`config.mk`:
```
export PLATFORM = sky130hd
export DESIGN_NAME = led_matrix_intensity_plane_control
export DESIGN_NICKNAME = d
export VERILOG_FILES = /design/src/common/led_pkg.sv /design/src/common/pwm_if.sv /design/src/core/led_matrix_intensity_plane_control.sv /design/src/core/digit_pwm.sv
export VERILOG_INCLUDE_DIRS = /design/src /design/src/common
export SDC_FILE = /design/constraint.sdc
export NUM_CORES = 1
export LEC_CHECK = 0
export BUFFER_PORTS_ARGS = -buffer_cell sky130_fd_sc_hd__buf_2
export CAP_MARGIN = 10
export CORE_MARGIN = 1.5
export CORE_UTILIZATION = 57
export DETAILED_ROUTE_END_ITERATION = 7
export HOLD_SLACK_MARGIN = 0.05
export PLACE_DENSITY = 0.78
export SETUP_SLACK_MARGIN = 0.3
export SLEW_MARGIN = 10
export SYNTH_ARGS = -nofsm -noshare
export SYNTH_HDL_FRONTEND = slang
export SYNTH_SLANG_ARGS = --single-unit
```
`constraint.sdc`:
```
create_clock -name clk_in -period 5.5 [get_ports clk_in]
set_input_delay 0.55 -clock clk_in [delete_from_list [all_inputs] [get_ports clk_in]]
set_output_delay 0.55 -clock clk_in [all_outputs]
set_load 0.005 [all_outputs]
```
`src/common/led_cfg.svh`:
```
`ifndef LED_CFG_SVH
`define LED_CFG_SVH

// Register addresses
`define ADDR_PANEL_BRIGHTNESS   8'h02
`define ADDR_DIGIT0_INTENSITY   8'h03
`define ADDR_DIGIT1_INTENSITY   8'h04
`define ADDR_DRIVER_SELECT      8'h08
`define ADDR_DISPLAY_PTR_LOW    8'h09
`define ADDR_DISPLAY_PTR_HIGH   8'h0a
`define ADDR_PLANE_SEQ_CTRL     8'h0b
`define ADDR_PANEL_CONFIG       8'h0d
`define ADDR_PIXEL_SCALE        8'h0e

// Field positions
`define PANEL_CFG_DEPTH_BIT     7
`define SEQ_FAST_BIT            7
`define SEQ_AUTO_BIT            6
`define SEQ_COUNT_MSB           5
`define PTR_HIGH_MSB            5

// Reset values
`define RST_BYTE                8'h00
`define RST_PTR                 14'h0000
`define RST_GRAD                2'h0

// Timing
`define CLK_PERIOD_NS           8
`define DIGIT_PERIOD_NS         122000
`define PWM_STEPS               256
`define STEP_CYCLES             ((`DIGIT_PERIOD_NS / `CLK_PERIOD_NS) / `PWM_STEPS)
`define BLANK_STEPS             4
`define SECOND_NS               1000000000
`define CYCLES_PER_SECOND       (`SECOND_NS / `CLK_PERIOD_NS)
`define FRAME_PATTERN_LEN       12

`endif

```
`src/common/led_pkg.sv`:
```
package led_pkg;
	typedef enum {SEQ_MANUAL, SEQ_AUTO_SLOW, SEQ_AUTO_FAST} seq_mode_e;
	typedef logic [1:0] plane_t;
	typedef logic [7:0] byte_t;
	typedef logic [1:0] level_t;
endpackage

```
`src/common/pwm_if.sv`:
```
`timescale 1ns/10ps
`default_nettype none
interface pwm_if;
	logic [7:0] panel_duty;
	logic [7:0] digit_code;
	logic [7:0] step;
	logic [3:0] frame;
	logic [1:0] level;
	logic       two_bit;
	logic       geometric;
	logic       gate;
	modport ctrl (output panel_duty, digit_code, step, frame, level, two_bit, geometric, input gate);
	modport digit (input panel_duty, digit_code, step, frame, level, two_bit, geometric, output gate);
endinterface
`default_nettype wire

```
`src/core/led_matrix_intensity_plane_control.sv`:
```
// Notes on behaviour
// - Panel code scales drive in 254 steps, 255/256 down to 2/256.
// - Each digit duty is n/256 of the panel duty value.
// - At least 4/256 of each digit period stays blanked.
// - Depth bit D7 selects four 1-bit planes or two 2-bit planes.
// - Without four-level support the depth bit stays zero, writes dropped.
// - Two-bit levels: arithmetic off,1/3,2/3,full; geometric off,1/4,1/2,full.
// - Each digit keeps its own graduation choice.
// - Driver select is an 8-bit register at 0x08.
// - 14-bit memory pointer: low byte 0x09, bits 13-8 at 0x0a.
// - At 0x0b D6 auto, D7 fast; manual picks plane from low bits.
// - Auto slow advances one plane every N seconds.
// - Auto fast advances N planes per second.
// - Panel brightness is an 8-bit register at 0x02.
// - Auto starts at plane zero, wraps over available planes until rewritten.
// - Pointer increments after every data byte, wrapping to zero.
// - Host loads driver select first; it picks who answers a read.
`timescale 1ns/10ps
`default_nettype none
`include "led_cfg.svh"
module led_matrix_intensity_plane_control
	import led_pkg::*;
#(
	parameter int unsigned CYCLES_PER_SECOND = `CYCLES_PER_SECOND
) (
	// Clock and reset
	input  wire logic        clk_in,
	input  wire logic        srst_in,
	// Variant strap and driver identity
	input  wire logic        four_level_in,
	input  wire logic [7:0]  driver_id_in,
	// Register write port
	input  wire logic        wr_en_in,
	input  wire logic [7:0]  wr_addr_in,
	input  wire logic [7:0]  wr_data_in,
	// Register read port
	input  wire logic        rd_en_in,
	input  wire logic [7:0]  rd_addr_in,
	output logic      [7:0]  rd_data_out,
	output logic             rd_valid_out,
	output logic             rd_mine_out,
	// Display memory data transfer
	input  wire logic        data_xfer_in,
	output logic      [13:0] display_ptr_out,
	// Pixel levels from display memory
	input  wire logic [1:0]  pixel_level0_in,
	input  wire logic [1:0]  pixel_level1_in,
	// Drive outputs
	output logic             seg_drive_out,
	output logic             digit_sel_out,
	output logic      [1:0]  plane_out,
	output logic             plane_depth_out
);

	////////////////////////////////////////////////////////////////
	// Registers

	byte_t       panel_brightness;
	byte_t       digit0_intensity;
	byte_t       digit1_intensity;
	byte_t       driver_select_pointer;
	logic [13:0] display_ptr;
	byte_t       plane_sequencer_control;
	logic        plane_depth_select;
	logic [1:0]  pixel_scale;

	logic        wr_panel;
	logic        wr_dig0;
	logic        wr_dig1;
	logic        wr_drv;
	logic        wr_ptr_lo;
	logic        wr_ptr_hi;
	logic        wr_seq;
	logic        wr_cfg;
	logic        wr_scale;

	// Write decode
	assign wr_panel  = wr_en_in && (wr_addr_in == `ADDR_PANEL_BRIGHTNESS);
	assign wr_dig0   = wr_en_in && (wr_addr_in == `ADDR_DIGIT0_INTENSITY);
	assign wr_dig1   = wr_en_in && (wr_addr_in == `ADDR_DIGIT1_INTENSITY);
	assign wr_drv    = wr_en_in && (wr_addr_in == `ADDR_DRIVER_SELECT);
	assign wr_ptr_lo = wr_en_in && (wr_addr_in == `ADDR_DISPLAY_PTR_LOW);
	assign wr_ptr_hi = wr_en_in && (wr_addr_in == `ADDR_DISPLAY_PTR_HIGH);
	assign wr_seq    = wr_en_in && (wr_addr_in == `ADDR_PLANE_SEQ_CTRL);
	assign wr_cfg    = wr_en_in && (wr_addr_in == `ADDR_PANEL_CONFIG);
	assign wr_scale  = wr_en_in && (wr_addr_in == `ADDR_PIXEL_SCALE);

	// Plain byte registers
	always_ff @(posedge clk_in) begin
		if (srst_in) begin
			panel_brightness        <= `RST_BYTE;
			digit0_intensity        <= `RST_BYTE;
			digit1_intensity        <= `RST_BYTE;
			driver_select_pointer   <= `RST_BYTE;
			plane_sequencer_control <= `RST_BYTE;
			pixel_scale             <= `RST_GRAD;
		end else begin
			if (wr_panel) panel_brightness <= wr_data_in;
			if (wr_dig0) digit0_intensity <= wr_data_in;
			if (wr_dig1) digit1_intensity <= wr_data_in;
			if (wr_drv) driver_select_pointer <= wr_data_in;
			if (wr_seq) plane_sequencer_control <= wr_data_in;
			if (wr_scale) pixel_scale <= wr_data_in[1:0];
		end
	end

	// Plane depth bit, forced low on two-level variants
	always_ff @(posedge clk_in) begin
		if (srst_in) begin
			plane_depth_select <= 1'b0;
		end else if (!four_level_in) begin
			plane_depth_select <= 1'b0;
		end else if (wr_cfg) begin
			plane_depth_select <= wr_data_in[`PANEL_CFG_DEPTH_BIT];
		end
	end

	logic [13:0] next_display_ptr;

	// Pointer load or post-increment, write wins
	always_comb begin
		next_display_ptr = display_ptr;
		if (data_xfer_in) next_display_ptr = display_ptr + 14'h0001;
		if (wr_ptr_lo) next_display_ptr = {display_ptr[13:8], wr_data_in};
		if (wr_ptr_hi) next_display_ptr = {wr_data_in[`PTR_HIGH_MSB:0], display_ptr[7:0]};
	end

	always_ff @(posedge clk_in) begin
		if (srst_in) display_ptr <= `RST_PTR;
		else display_ptr <= next_display_ptr;
	end

	////////////////////////////////////////////////////////////////
	// Register read

	byte_t read_mux;
	plane_t current_plane;

	// Read data selection, unmapped reads return zero
	always_comb begin
		unique case (rd_addr_in)
			`ADDR_PANEL_BRIGHTNESS: read_mux = panel_brightness;
			`ADDR_DIGIT0_INTENSITY: read_mux = digit0_intensity;
			`ADDR_DIGIT1_INTENSITY: read_mux = digit1_intensity;
			`ADDR_DRIVER_SELECT:    read_mux = driver_select_pointer;
			`ADDR_DISPLAY_PTR_LOW:  read_mux = display_ptr[7:0];
			`ADDR_DISPLAY_PTR_HIGH: read_mux = {2'h0, display_ptr[13:8]};
			`ADDR_PLANE_SEQ_CTRL:   read_mux = plane_sequencer_control;
			`ADDR_PANEL_CONFIG:     read_mux = {plane_depth_select, 2'h0, 1'b0, current_plane, 2'h0};
			`ADDR_PIXEL_SCALE:      read_mux = {6'h00, pixel_scale};
			default:                read_mux = 8'h00;
		endcase
	end

	always_ff @(posedge clk_in) begin
		if (srst_in) begin
			rd_data_out  <= 8'h00;
			rd_valid_out <= 1'b0;
			rd_mine_out  <= 1'b0;
		end else begin
			rd_valid_out <= rd_en_in;
			rd_mine_out  <= rd_en_in && (driver_select_pointer == driver_id_in);
			if (rd_en_in) rd_data_out <= read_mux;
		end
	end

	////////////////////////////////////////////////////////////////
	// Plane sequencer

	plane_t      next_plane;
	plane_t      last_plane;
	plane_t      manual_plane;
	seq_mode_e   seq_mode;
	logic [5:0]  seq_count;
	logic [31:0] sec_cnt;
	logic        sec_tick;
	logic [5:0]  slow_cnt;
	logic [31:0] fast_acc;
	logic [31:0] fast_sum;
	logic        fast_hit;
	logic        advance;

	// Mode decode and plane limits
	assign seq_count    = plane_sequencer_control[`SEQ_COUNT_MSB:0];
	assign seq_mode     = !plane_sequencer_control[`SEQ_AUTO_BIT] ? SEQ_MANUAL :
	                      plane_sequencer_control[`SEQ_FAST_BIT] ? SEQ_AUTO_FAST : SEQ_AUTO_SLOW;
	assign last_plane   = plane_depth_select ? 2'h1 : 2'h3;
	assign manual_plane = plane_depth_select ? {1'b0, plane_sequencer_control[0]}
	                                         : plane_sequencer_control[1:0];
	assign sec_tick     = (sec_cnt == CYCLES_PER_SECOND - 1);
	assign fast_sum     = fast_acc + {26'h0, seq_count};
	assign fast_hit     = fast_sum >= CYCLES_PER_SECOND;

	// Advance strobe per mode, zero count never advances
	always_comb begin
		unique case (seq_mode)
			SEQ_MANUAL:    advance = 1'b0;
			SEQ_AUTO_SLOW: advance = sec_tick && (seq_count != 6'h00) && (slow_cnt == seq_count - 6'h01);
			SEQ_AUTO_FAST: advance = fast_hit;
		endcase
	end

	// Second divider and slow second counter
	always_ff @(posedge clk_in) begin
		if (srst_in || wr_seq) begin
			sec_cnt  <= 32'h0000_0000;
			slow_cnt <= 6'h00;
		end else begin
			sec_cnt <= sec_tick ? 32'h0000_0000 : sec_cnt + 32'h0000_0001;
			if (advance) slow_cnt <= 6'h00;
			else if (sec_tick) slow_cnt <= slow_cnt + 6'h01;
		end
	end

	// Fast rate accumulator, N hits per second
	always_ff @(posedge clk_in) begin
		if (srst_in || wr_seq || seq_mode != SEQ_AUTO_FAST) fast_acc <= 32'h0000_0000;
		else if (fast_hit) fast_acc <= fast_sum - CYCLES_PER_SECOND;
		else fast_acc <= fast_sum;
	end

	// Current plane selection
	always_comb begin
		next_plane = current_plane;
		if (wr_seq) begin
			if (wr_data_in[`SEQ_AUTO_BIT]) next_plane = 2'h0;
			else next_plane = plane_depth_select ? {1'b0, wr_data_in[0]} : wr_data_in[1:0];
		end else if (seq_mode == SEQ_MANUAL) begin
			next_plane = manual_plane;
		end else if (current_plane > last_plane) begin
			next_plane = 2'h0;
		end else if (advance) begin
			next_plane = (current_plane == last_plane) ? 2'h0 : current_plane + 2'h1;
		end
	end

	always_ff @(posedge clk_in) begin
		if (srst_in) current_plane <= 2'h0;
		else current_plane <= next_plane;
	end

	////////////////////////////////////////////////////////////////
	// Multiplex timing

	logic [7:0] step_div;
	logic       step_tick;
	logic [7:0] step;
	logic       digit;
	logic [3:0] frame;
	byte_t      panel_duty;

	assign step_tick = (step_div == 8'(`STEP_CYCLES - 1));

	// Step divider, 256 steps per digit period, digits alternate
	always_ff @(posedge clk_in) begin
		if (srst_in) begin
			step_div <= 8'h00;
			step     <= 8'h00;
			digit    <= 1'b0;
			frame    <= 4'h0;
		end else begin
			step_div <= step_tick ? 8'h00 : step_div + 8'h01;
			if (step_tick) step <= step + 8'h01;
			if (step_tick && step == 8'hff) begin
				digit <= ~digit;
				if (digit) frame <= (frame == 4'(`FRAME_PATTERN_LEN - 1)) ? 4'h0 : frame + 4'h1;
			end
		end
	end

	// Panel code to duty: code 1 and 2 give 2/256, 0 off
	assign panel_duty = (panel_brightness == 8'h01) ? 8'h02 : panel_brightness;

	////////////////////////////////////////////////////////////////
	// Per-digit PWM

	pwm_if dig_if[2] ();
	logic [1:0] gates;

	for (genvar g = 0; g < 2; g++) begin : g_digit
		assign dig_if[g].panel_duty = panel_duty;
		assign dig_if[g].digit_code = (g == 0) ? digit0_intensity : digit1_intensity;
		assign dig_if[g].step       = step;
		assign dig_if[g].frame      = frame;
		assign dig_if[g].level      = (g == 0) ? pixel_level0_in : pixel_level1_in;
		assign dig_if[g].two_bit    = plane_depth_select;
		assign dig_if[g].geometric  = pixel_scale[g];
		assign gates[g]             = dig_if[g].gate;
		digit_pwm u_pwm (
			.p (dig_if[g])
		);
	end

	// Registered drive outputs
	always_ff @(posedge clk_in) begin
		if (srst_in) begin
			seg_drive_out   <= 1'b0;
			digit_sel_out   <= 1'b0;
			plane_out       <= 2'h0;
			plane_depth_out <= 1'b0;
			display_ptr_out <= `RST_PTR;
		end else begin
			seg_drive_out   <= gates[digit];
			digit_sel_out   <= digit;
			plane_out       <= current_plane;
			plane_depth_out <= plane_depth_select;
			display_ptr_out <= display_ptr;
		end
	end

endmodule // led_matrix_intensity_plane_control
`default_nettype wire

```
`src/core/digit_pwm.sv`:
```
`timescale 1ns/10ps
`default_nettype none
`include "led_cfg.svh"
module digit_pwm
	import led_pkg::*;
(
	pwm_if.digit p
);
	logic [15:0] product;
	logic [7:0]  duty;
	logic        in_window;
	logic        pwm_on;
	logic        pixel_on;
	logic [1:0]  mod3;
	logic [1:0]  mod4;

	// Digit share of panel duty, then compare with step
	assign product   = p.panel_duty * p.digit_code;
	assign duty      = product[15:8];
	assign in_window = p.step < 8'(`PWM_STEPS - `BLANK_STEPS);
	assign pwm_on    = (p.step < duty) && in_window;
	assign mod3      = 2'(p.frame % 4'd3);
	assign mod4      = p.frame[1:0];

	// Frame modulation of pixel level
	always_comb begin
		pixel_on = 1'b0;
		if (!p.two_bit) begin
			pixel_on = p.level[0];
		end else begin
			unique case (p.level)
				2'h0: pixel_on = 1'b0;
				2'h1: pixel_on = p.geometric ? (mod4 == 2'h1) : (mod3 == 2'h1);
				2'h2: pixel_on = p.geometric ? !p.frame[0] : (mod3 != 2'h1);
				2'h3: pixel_on = 1'b1;
			endcase
		end
	end

	assign p.gate = pwm_on & pixel_on;
endmodule // digit_pwm
`default_nettype wire

```
# Word level (Yosys, flattened, before mapping)
# Index checks and enable logic that the tools add are counted.
dict set report totals {
  ff_bits 179
  elab_cells 150
  input_bits 42
  out_inout_bits 29
}
dict set report classes {
  div 1
  n_eq_ne 39
  n_lt_le_gt_ge 6
  n_mul 2
  n_reduce_logical 33
  add_sub_neg 10
  n_mux 29
  n_bitwise 5
}
# operator n
set op_table {}
lappend op_table {{$eq A8 B4 Y1 const B} 12}
lappend op_table {{$pmux W8 S9} 1}
lappend op_table {{$logic_not A32 Y1} 2}
lappend op_table {{$mux W14} 3}
lappend op_table {{$add A32 B1 Y32 const B} 1}
lappend op_table {{$add A32 B6 Y32} 1}
lappend op_table {{$eq A32 B27 Y1 const B} 1}
lappend op_table {{$eq A8 B2 Y1 const B} 4}
lappend op_table {{$ge A32 B27 Y1 const B} 1}
lappend op_table {{$mul A8 B8 Y16} 2}
lappend op_table {{$mux W32} 1}
lappend op_table {{$sub A32 B27 Y32 const B} 1}
lappend op_table {{$mux W2} 11}
lappend op_table {{$add A8 B1 Y8 const B} 2}
lappend op_table {{$eq A8 B3 Y1 const B} 2}
lappend op_table {{$lt A8 B8 Y1} 2}
lappend op_table {{$logic_and A1 B1 Y1} 15}
lappend op_table {{$add A14 B1 Y14 const B} 1}
lappend op_table {{$eq A2 B1 Y1 const B} 5}
lappend op_table {{$eq A2 B2 Y1 const B} 5}
lappend op_table {{$eq A8 B1 Y1 const B} 1}
lappend op_table {{$eq A8 B6 Y1 const B} 1}
lappend op_table {{$eq A8 B8 Y1} 1}
lappend op_table {{$eq A8 B8 Y1 const B} 1}
lappend op_table {{other kinds (28)} 48}

# Longest topological paths before layout
# Gate-level depths: netlist of the first run.
dict set report depth {
  word_depth 8
  ltp_mapped 29
  ltp_nobuf 27
}

# Hierarchy
# Synthesis of the first run repeated with hierarchy kept, for this count alone.
dict set report hier_totals {
  cells_unflattened 1653
  area_unflattened_um2 14271.2
}
# mod n_inst seq_area_each_um2 cells_each area_each_um2
set modules_own_cells {}
lappend modules_own_cells {led_matrix_intensity_plane_control 1 3583.4 1144 9746.8}
lappend modules_own_cells {{digit_pwm at g_digit[0].u_pwm} 1 0.0 263 2324.7}
lappend modules_own_cells {{digit_pwm at g_digit[1].u_pwm} 1 0.0 246 2199.6}

# Worst setup path before layout of the first run
# OpenSTA, ideal clock, no wires.
dict set report synth_timing {
  path_type {reg2reg}
  start {register panel_brightness[2]}
  end {register seg_drive_out}
  period_less_slack_ns 5.947
  required_time_ns 5.441
  n_path_buf 2
  setup_slack_ns -0.447
  setup_ns 0.059
  stages_incl_launch_ff 26
  arrival_time_ns 5.888
  cell_sequence {dfxtp_1 -> clkbuf_1 -> nor2_1 -> a41oi_1 -> clkbuf_1 -> nand2b_1 -> fa_1 -> fa_1 -> inv_1 -> fa_1 -> inv_1 -> fa_1 -> inv_1 -> ha_1 -> a21oi_1 -> nor2b_1 -> o41ai_1 -> o2111ai_1 -> a21oi_1 -> xnor2_1 -> ha_1 -> nand4_1 -> nand3b_1 -> a21oi_1 -> o2111a_1 -> a22o_1}
}
dict set report synth_between {
  elab_chain_cells 8
  elab_cells_between_ends 12
  cone_classes {mul (2); order compare (2); eq/ne (1); mux (3); bitwise (2); reduce/logical (2)}
}
# item line_no
set synth_lines {}
lappend synth_lines {{from (decl)} led_matrix_intensity_plane_control.sv:58} ;# byte_t panel_brightness;
lappend synth_lines {{from (signal assigned)} led_matrix_intensity_plane_control.sv:91} ;# panel_brightness <= `RST_BYTE;
lappend synth_lines {{from (signal assigned)} led_matrix_intensity_plane_control.sv:98} ;# if (wr_panel) panel_brightness <= wr_data_in;
lappend synth_lines {{$eq A8 B1 Y1} led_matrix_intensity_plane_control.sv:272} ;# assign panel_duty = (panel_brightness == 8'h01) ? 8'h02 : panel_brightness;
lappend synth_lines {{$mux W8 (*)} led_matrix_intensity_plane_control.sv:272}
lappend synth_lines {{$mul A8 B8 Y16} digit_pwm.sv:18} ;# assign product = p.panel_duty * p.digit_code;
lappend synth_lines {{$lt A8 B8 Y1} digit_pwm.sv:21} ;# assign pwm_on = (p.step < duty) && in_window;
lappend synth_lines {{$logic_and A1 B1 Y1} digit_pwm.sv:21}
lappend synth_lines {{$and A1 B1 Y1} digit_pwm.sv:40} ;# assign p.gate = pwm_on & pixel_on;
lappend synth_lines {{$mux W1 (implied by the code) (*) (2 in a row)} led_matrix_intensity_plane_control.sv:303} ;# seg_drive_out <= gates[digit];
lappend synth_lines {{to (signal assigned)} led_matrix_intensity_plane_control.sv:303}
lappend synth_lines {{to (decl)} led_matrix_intensity_plane_control.sv:49} ;# output logic seg_drive_out,
# Mark *: on every way between the ends. The rest lies on a longest branch, timed or not. The select of a mux whose other input is x is not followed.
# A chain may end at the register's enable or synchronous reset.

# Final worst setup path of the first run
dict set report layout_timing {
  start {register panel_brightness[6]}
  end {register seg_drive_out}
}
# Same word-level chain as after synthesis.

==> run metrics, run 1 <==
CTS H-Tree Depth=4; CTS tree=built; Vias/cell=~5.8; area of the multi-input gates=about 9600 um^2; Placement Rows=56; syn nets=~1,800; unrepaired setup endpoints after global routing=yes; clk sinks=between 150 and 200; layout cells sized above 1=approximately an eighth; Post-synth EDFFs=0; Initial Utilization=approximately three fifths; initial antenna violation count=0; Worst-Margin Slew=~1.2 ns; Pwr Density=176 nW/um^2; largest net degree at the start of global routing=between 80 and 90; via count=around 12,000; Layout fillers=1,929; Crit. End Element=flip-flop; skew final=between 0.015 and 0.02 ns; Clock Latency Late Sink=0.46 ns; final setup TNS=-0.000891 ns; CTS Buffer Depth=2; register area=3590 um^2; critical path peak fanout=9; Mapped Cells=between 1,500 and 2,000; DRC=0; Slew Limit Headroom=21.9%; Pleak=6.62 nW; hold crit path type=primary input to flip-flop; CP required=around 5.9 ns; maxcap violations=0; Num CTS Buffers=17; vias in the first global route=11,500; Slew Limit Fails=0; Crit Path Class=flip-flop to flip-flop; ANT cells=0; CP arrival=5.89 ns; routed length per instance=~17 um; Top FF cell, synth=dfxtp_1; Max stage delay on crit path=about 0.55 ns; fin nets=1,897; synthesized area=13,800 um^2; routed wire length=34.2 mm; register area share after synthesis=26.0%; CP most frequent cell=fa_1; total global routing overflow=0; status=finished with violations; global-route wire length before repair=about 55 mm; Layout Utilization=~65%; Final min period=5.50 ns; core box area=23,600 um^2; DR pass1 iterations=5; failing checks=negative setup slack; Layout area overhead=11.3%; die area=roughly 25,000 um^2; fraction of registers with async set/reset=0%; Synth warnings=0; crit start category=flip-flop; peak ir drop on the vdd network=0.000155 V; drt initial violations=about 970; Horiz. Die Dim=about 160 um; final hold vios=0; synthesized area per cell=8.47 um^2; Clock Pin Slew Worst Setup and Hold Paths=0.08 ns; clock root buffer=clkbuf_16; dpl hpwl=24.2 mm; GRT Overall Usage=27.6%; Final Setup Violations=1; slowest CP cell=fa_1; flops & latches, synth=approximately 180; Yosys cell types=90; IO Count=a little over 70; Die Y=between 150 and 200 um; worst setup margin=-0.000891 ns; Final Wtd Congestion=roughly 0.93; CP cell instances=nor2_4, buf_6, a41oi_2, buf_6, nor2b_1, fa_1, fa_1, fa_1, inv_1, fa_1, inv_1, ha_1, nor2b_4, o41ai_4, o21bai_1, a21oi_1, xor2_1, ha_1, nand4_1, nand3b_1, a21oi_2, o2111a_1, a22o_1; antenna viol nets, final=0; Tcrit/Tclk final=100%; FMAX=0.182 GHz; PortBufs=70
## through the flow
| stage | setup slack (ns) | std cells | total power, mW | hold WS, ns | instance area (um^2) |
|---|---|---|---|---|---|
| after detailed placement | -0.134 | 1965 | 1.43 | 0.449 | 14500 |
| after CTS | 0.150 | 2009 | 2.72 | 0.361 | 15200 |
| after global routing | -0.177 | 2013 | 2.79 | 0.366 | 15400 |
| final | -0.000891 | 2013 | 2.71 | 0.365 | 15400 |
| after global placement | 0.0255 | 1965 | 1.42 | 0.447 | 14500 |
| after floorplan | 0.228 | 1627 | 1.39 | 0.430 | 13900 |
## sequential cells by signal, indices dropped and copies added (netlist names), 4 cells and up
signal                   cells
dig_if.digit_code           16
dig_if.frame                 4
dig_if.step                  8
display_ptr                 14
display_ptr_out             14
driver_select_pointer        8
fast_acc                    32
panel_brightness             8
plane_sequencer_control      8
rd_data_out                  8
sec_cnt                     32
slow_cnt                     6
step_div                     8
## cell families (layout without fill, tap and decap cells)
logic type | count (synthesis) | after routing | synth area share [%]
AND/OR/NAND/NOR | 646 | 646 | 24.3
AO/OA/AOI/OAI | 255 | 256 | 12.7
multiplexers | 54 | 54 | 4.23
XOR/XNOR | 118 | 118 | 7.50
buffers and inverters | 201 | 267 | 5.69
flip-flops | 179 | 179 | 26.0
adder cells (fa/ha/maj) | 174 | 174 | 19.7
## metal layers
layer / routed length [um] / share of wire [%] / GRT usage [%] / up-vias
li1: - / - / - / 5654
met4: 1230 / 3.6 / 12.4 / 0
met5: 0 / 0 / 0 / -
met1: 14900 / 44 / 34.7 / 5661
met3: 1820 / 5.3 / 4.06 / 92
met2: 16200 / 47 / 46.7 / 361
## worst max-delay path: cells and delay by family (launching register included)
| family | cells | cell delay (ns) |
|---|---|---|
| adders and majority gates | 6 | 2.65 |
| AOI/OAI and AO/OA | 7 | 1.24 |
| and+or+nand+nor | 5 | 0.62 |
| buffers and inverters | 4 | 0.38 |
| DFF | 1 | 0.34 |
| xor gates and xnor gates | 1 | 0.22 |
## final timing paths
| path | from | endpoint | slack [ns] | cells past startpoint |
|---|---|---|---|---|
| setup / recovery | panel_brightness[6] | seg_drive_out | -0.0009 | 23 |
| hold / removal | four_level_in | dig_if[0].two_bit | 0.37 | 2 |
| setup reg to reg | panel_brightness[6] | seg_drive_out | -0.0009 | 23 |
| hold reg to reg | sec_cnt[0] | sec_cnt[0] | 0.46 | 1 |
## layout by cell type (no fill, tap or decap), types with 6 or more instances in the layout
master	synthesis	final
nor3b_1	9	9
and2_1	103	101
o21ai_0	54	53
a22oi_1	17	17
nor2b_1	41	38
and3_1	24	24
fa_1	71	69
xnor2_1	57	57
a211oi_1	7	7
nor4_1	8	8
and4_1	6	6
clkbuf_16	0	17
buf_2	3	69
a21oi_1	71	66
buf_4	3	38
nand2b_1	9	8
dfxtp_2	0	6
a21o_1	7	7
nor2_1	190	186
or4_1	6	6
nand3_1	41	40
or2_2	7	7
nor3_1	34	32
a311oi_1	7	7
nand2_1	100	99
or3_1	19	19
nand4_1	23	23
mux2i_1	47	47
ha_1	103	101
dfxtp_1	179	173
a31oi_1	10	10
inv_1	125	123
o21a_1	9	8
xor2_1	61	61
## where the power goes
group          switching, mW  internal (mW)  leakage, nW  total [mW]
combinational         0.0586         0.0293         4.87      0.0879
clock                  0.668          0.640        0.309        1.31
sequential           0.00768           1.30         1.45        1.31
total                  0.735           1.97         6.62        2.71
## final cells by class
type,instances,share of cell area (%)
clock buffer,17,2.77
clock inverter,15,1.39
inverter,126,3.08
multi-input combinational,1248,62.5
sequential,179,23.4
tap,319,2.60
timing repair buffer,109,4.25
## cell usage after synthesis (4+ instances only)
cell type | n | share of area [%]
o21bai_1 | 4 | 0.22
nor3b_1 | 9 | 0.49
nand2_1 | 100 | 2.7
a211oi_2 | 4 | 0.36
a211o_1 | 5 | 0.32
nand4_1 | 23 | 1.0
a31oi_1 | 10 | 0.45
o21a_1 | 9 | 0.49
nor2_1 | 190 | 5.2
xor2_1 | 61 | 3.9
and3_1 | 24 | 1.1
or2_2 | 7 | 0.32
a311oi_1 | 7 | 0.44
o21ai_0 | 54 | 2.0
nand3_1 | 41 | 1.5
inv_1 | 125 | 3.4
clkbuf_1 | 57 | 1.6
mux2i_1 | 47 | 3.4
fa_1 | 71 | 10
nand2b_1 | 9 | 0.41
and4_1 | 6 | 0.38
o31ai_1 | 5 | 0.27
xnor2_1 | 57 | 3.6
a211oi_1 | 7 | 0.38
buf_1 | 10 | 0.27
or4_1 | 6 | 0.33
or3_1 | 19 | 0.86
ha_1 | 103 | 9.3
and2_1 | 103 | 4.7
a22oi_1 | 17 | 0.93
nor2b_1 | 41 | 1.9
dfxtp_1 | 179 | 26
nor3_1 | 34 | 1.2
a21oi_1 | 71 | 2.6
nor4b_1 | 5 | 0.32
a2111oi_2 | 4 | 0.44
a21o_1 | 7 | 0.38
nor4_1 | 8 | 0.36
o211ai_1 | 5 | 0.27
## timing repair
action	CTS	global route
hold buffers	0	0
setup buffers	11	4
cloned	1	0
pin swaps	18	16
setup endpoints to repair	1	1
resized for setup	17	14
Note: power is estimated with default switching activity, not from simulation.
==> run 2: changes to the inputs <==
RECOVER_POWER = 25   (was default)
SETUP_SLACK_MARGIN = 0.15   (was 0.3)
==> run 2 against run 1 <==
Against the previous run:
- the flow still finishes with violations (negative setup slack)
- combinational power shrank 0.8%
- total power is essentially flat
- clock-buffer cell count is the same
- clock power is essentially flat
- via count grew 0.80%
- wire length shrank 0.23%
- critical path depth grew 5
- register-to-register slack lost 0.03 ns
- flip-flop and latch count is the same
- sequential share of layout area is essentially flat
- critical endpoint unchanged
- largest cell class unchanged
- largest power group unchanged
==> run metrics, run 2 (synthesis results as in run 1) <==
min-delay src=wr_data_in[6] (was four_level_in); slowest CP cell=fa_1 (unchanged); CP most frequent cell=buf_4 (was fa_1); Finished Layout Cells=2,014 (was 2,013); Final Wtd Congestion=0.908 (was 0.930); core box area=23,600 um^2 (unchanged); Layout area overhead=11.1% (was 11.3%); critical path peak fanout=6 (was 9); dpl hpwl=24.3 mm (was 24.2 mm); largest net degree at the start of global routing=105 (was 87); routed length per instance=16.9 um (was 17.0 um); Num CTS Buffers=17 (unchanged); status=finished with violations (unchanged); Placed Area=14,500 um^2 (about the same); Horiz. Die Dim=159 um (unchanged); antenna viol nets, final=0 (unchanged); worst flop-to-flop path endpoint=seg_drive_out (unchanged); Pwr Density=177 nW/um^2 (was 176 nW/um^2); Final min period=5.53 ns (was 5.50 ns); fin nets=1,898 (was 1,897); drt initial violations=1,027 (was 967); via count=11,900 (was 11,800); CP arrival=5.86 ns (was 5.89 ns); unrepaired setup endpoints after global routing=yes (unchanged); failing checks=negative setup slack (unchanged); crit start category=flip-flop (unchanged); Slew Limit Fails=0 (unchanged); busiest grt layer=met2 (unchanged); Final Setup Violations=1 (unchanged); Initial Utilization=58.4% (unchanged); placed insts=1,968 (was 1,965); hold depth=3 (was 2); Reg2Reg Depth=28 (was 23); DR pass1 iterations=5 (unchanged); layout cells sized above 1=11.2% (was 12.8%); Slew Limit Headroom=22.7% (was 21.9%); total power=2.71 mW (about the same); Max stage delay on crit path=0.50 ns (was 0.55 ns); commonest non-fill, non-tap cell in the layout=nor2_1 (unchanged); Clock Pin Slew Worst Setup and Hold Paths=0.09 ns (was 0.08 ns); final instance area=15,300 um^2 (was 15,400 um^2); hold crit path type=primary input to flip-flop (unchanged); Crit Path Class=flip-flop to flip-flop (unchanged); post-place setup slack=-0.175 ns (was -0.134 ns); Pleak=6.52 nW (was 6.62 nW); crit path from=panel_brightness[5] (was panel_brightness[6]); met3 usage in global routing=5.47% (was 4.06%); clk sinks=179 (unchanged); GRT met2 Usage=46.7% (about the same); final hold vios=0 (unchanged); total global routing overflow=0 (unchanged); CTS H-Tree Depth=4 (unchanged); initial antenna violation count=0 (unchanged); PortBufs=70 (unchanged); worst setup margin=-0.0288 ns (was -0.000891 ns); r2r setup slk=-0.03 ns (was -0.0009 ns); GRT Overall Usage=28.1% (was 27.6%); routed wire length=34.1 mm (was 34.2 mm); CTS Buffer Depth=2 (unchanged); commonest cells after routing, fill and taps aside=nor2_1, dfxtp_1, inv_1, and2_1, ha_1 (unchanged); FMAX=0.181 GHz (was 0.182 GHz); final setup TNS=-0.0288 ns (was -0.000891 ns); die area=25,100 um^2 (unchanged); DRC=0 (unchanged); Layout Utilization=64.9% (was 65.0%); peak ir drop on the vdd network=0.000153 V (was 0.000155 V); GR met1 Demand/Resource=35.2% (was 34.7%); Die Y=159 um (unchanged); Tcrit/Tclk final=101% (was 100%); CTS tree=built (unchanged); IO Count=71 (unchanged); worst hold slack=0.373 ns (was 0.365 ns); global-route wire length before repair=56.3 mm (was 55.3 mm); Crit. End Element=flip-flop (unchanged); Clock Latency Late Sink=0.45 ns (was 0.46 ns); skew final=0.0109 ns (was 0.0187 ns); Vias/cell=5.89 (was 5.85); Worst-Margin Slew=1.15 ns (was 1.16 ns); vias in the first global route=11,600 (was 11,500); CP required=5.83 ns (was 5.89 ns); ANT cells=0 (unchanged); clock root buffer=clkbuf_16 (unchanged); maxcap violations=0 (unchanged); Placement Rows=56 (unchanged); start of the worst register-to-register path=panel_brightness[5] (was panel_brightness[6]); WHS Endpoint=plane_sequencer_control[6] (was dig_if[0].two_bit)
[run 2: cell types whose count changed in the layout (fill, tap and decap cells not counted), moves of 2 or more]
cell and change:
buf_12 +2, buf_2 -26, buf_6 -2, clkbuf_1 +26, clkinv_8 +2, inv_6 +2
inv_8 -2, nor2b_2 +2
[run 2: worst max-delay path by stage]
stage,slack (ns),endpoint
global placement,0.02,seg_drive_out
global route,-0.22,seg_drive_out
detailed placement,-0.17,seg_drive_out
finish,-0.03,seg_drive_out
CTS,0.06,seg_drive_out
floorplan,0.16,seg_drive_out
[run 2: what timing repair did]
item / 4_1_cts / 5_1_grt
endpoints found under the setup margin: 1 / 1
hold buffers: 0 / 0
pin swaps: 25 / 2
gates cloned: 1 / 0
resized for setup: 21 / 5
buffers inserted: 13 / 0
[run 2: layer usage]
| layer | share of wire (%) | up-vias | routed length, um |
|---|---|---|---|
| met3 | 6.1 | 101 | 2090 |
| met1 | 42 | 5702 | 14400 |
| met4 | 3.9 | 0 | 1330 |
| li1 | - | 5679 | - |
| met2 | 48 | 380 | 16200 |
| met5 | 0 | - | 0 |
[run 2: power by group]
part / total [mW] / switching (mW) / internal, mW
logic: 0.0872 / 0.0584 / 0.0288
clock network: 1.31 / 0.670 / 0.639
registers: 1.31 / 0.00803 / 1.30
total: 2.71 / 0.737 / 1.97
[run 2: cell type report]
class | count | area, um^2
timing repair buffer | 110 | 646
multi-input combinational | 1248 | 9570
sequential | 179 | 3590
tap | 319 | 399
inverter | 126 | 473
clock inverter | 15 | 215
clock buffer | 17 | 425
fill | 1986 | 8290
[run 2: critical path, delay by kind of cell, from the launching register on]
| kind | cells | cell delay [ns] |
|---|---|---|
| XOR/XNOR | 1 | 0.13 |
| AND/OR/NAND/NOR | 5 | 0.53 |
| buffers and inverters | 11 | 1.06 |
| adder cells (fa/ha/maj) | 6 | 2.42 |
| AO/OA/AOI/OAI | 5 | 0.95 |
| flip-flops | 1 | 0.34 |
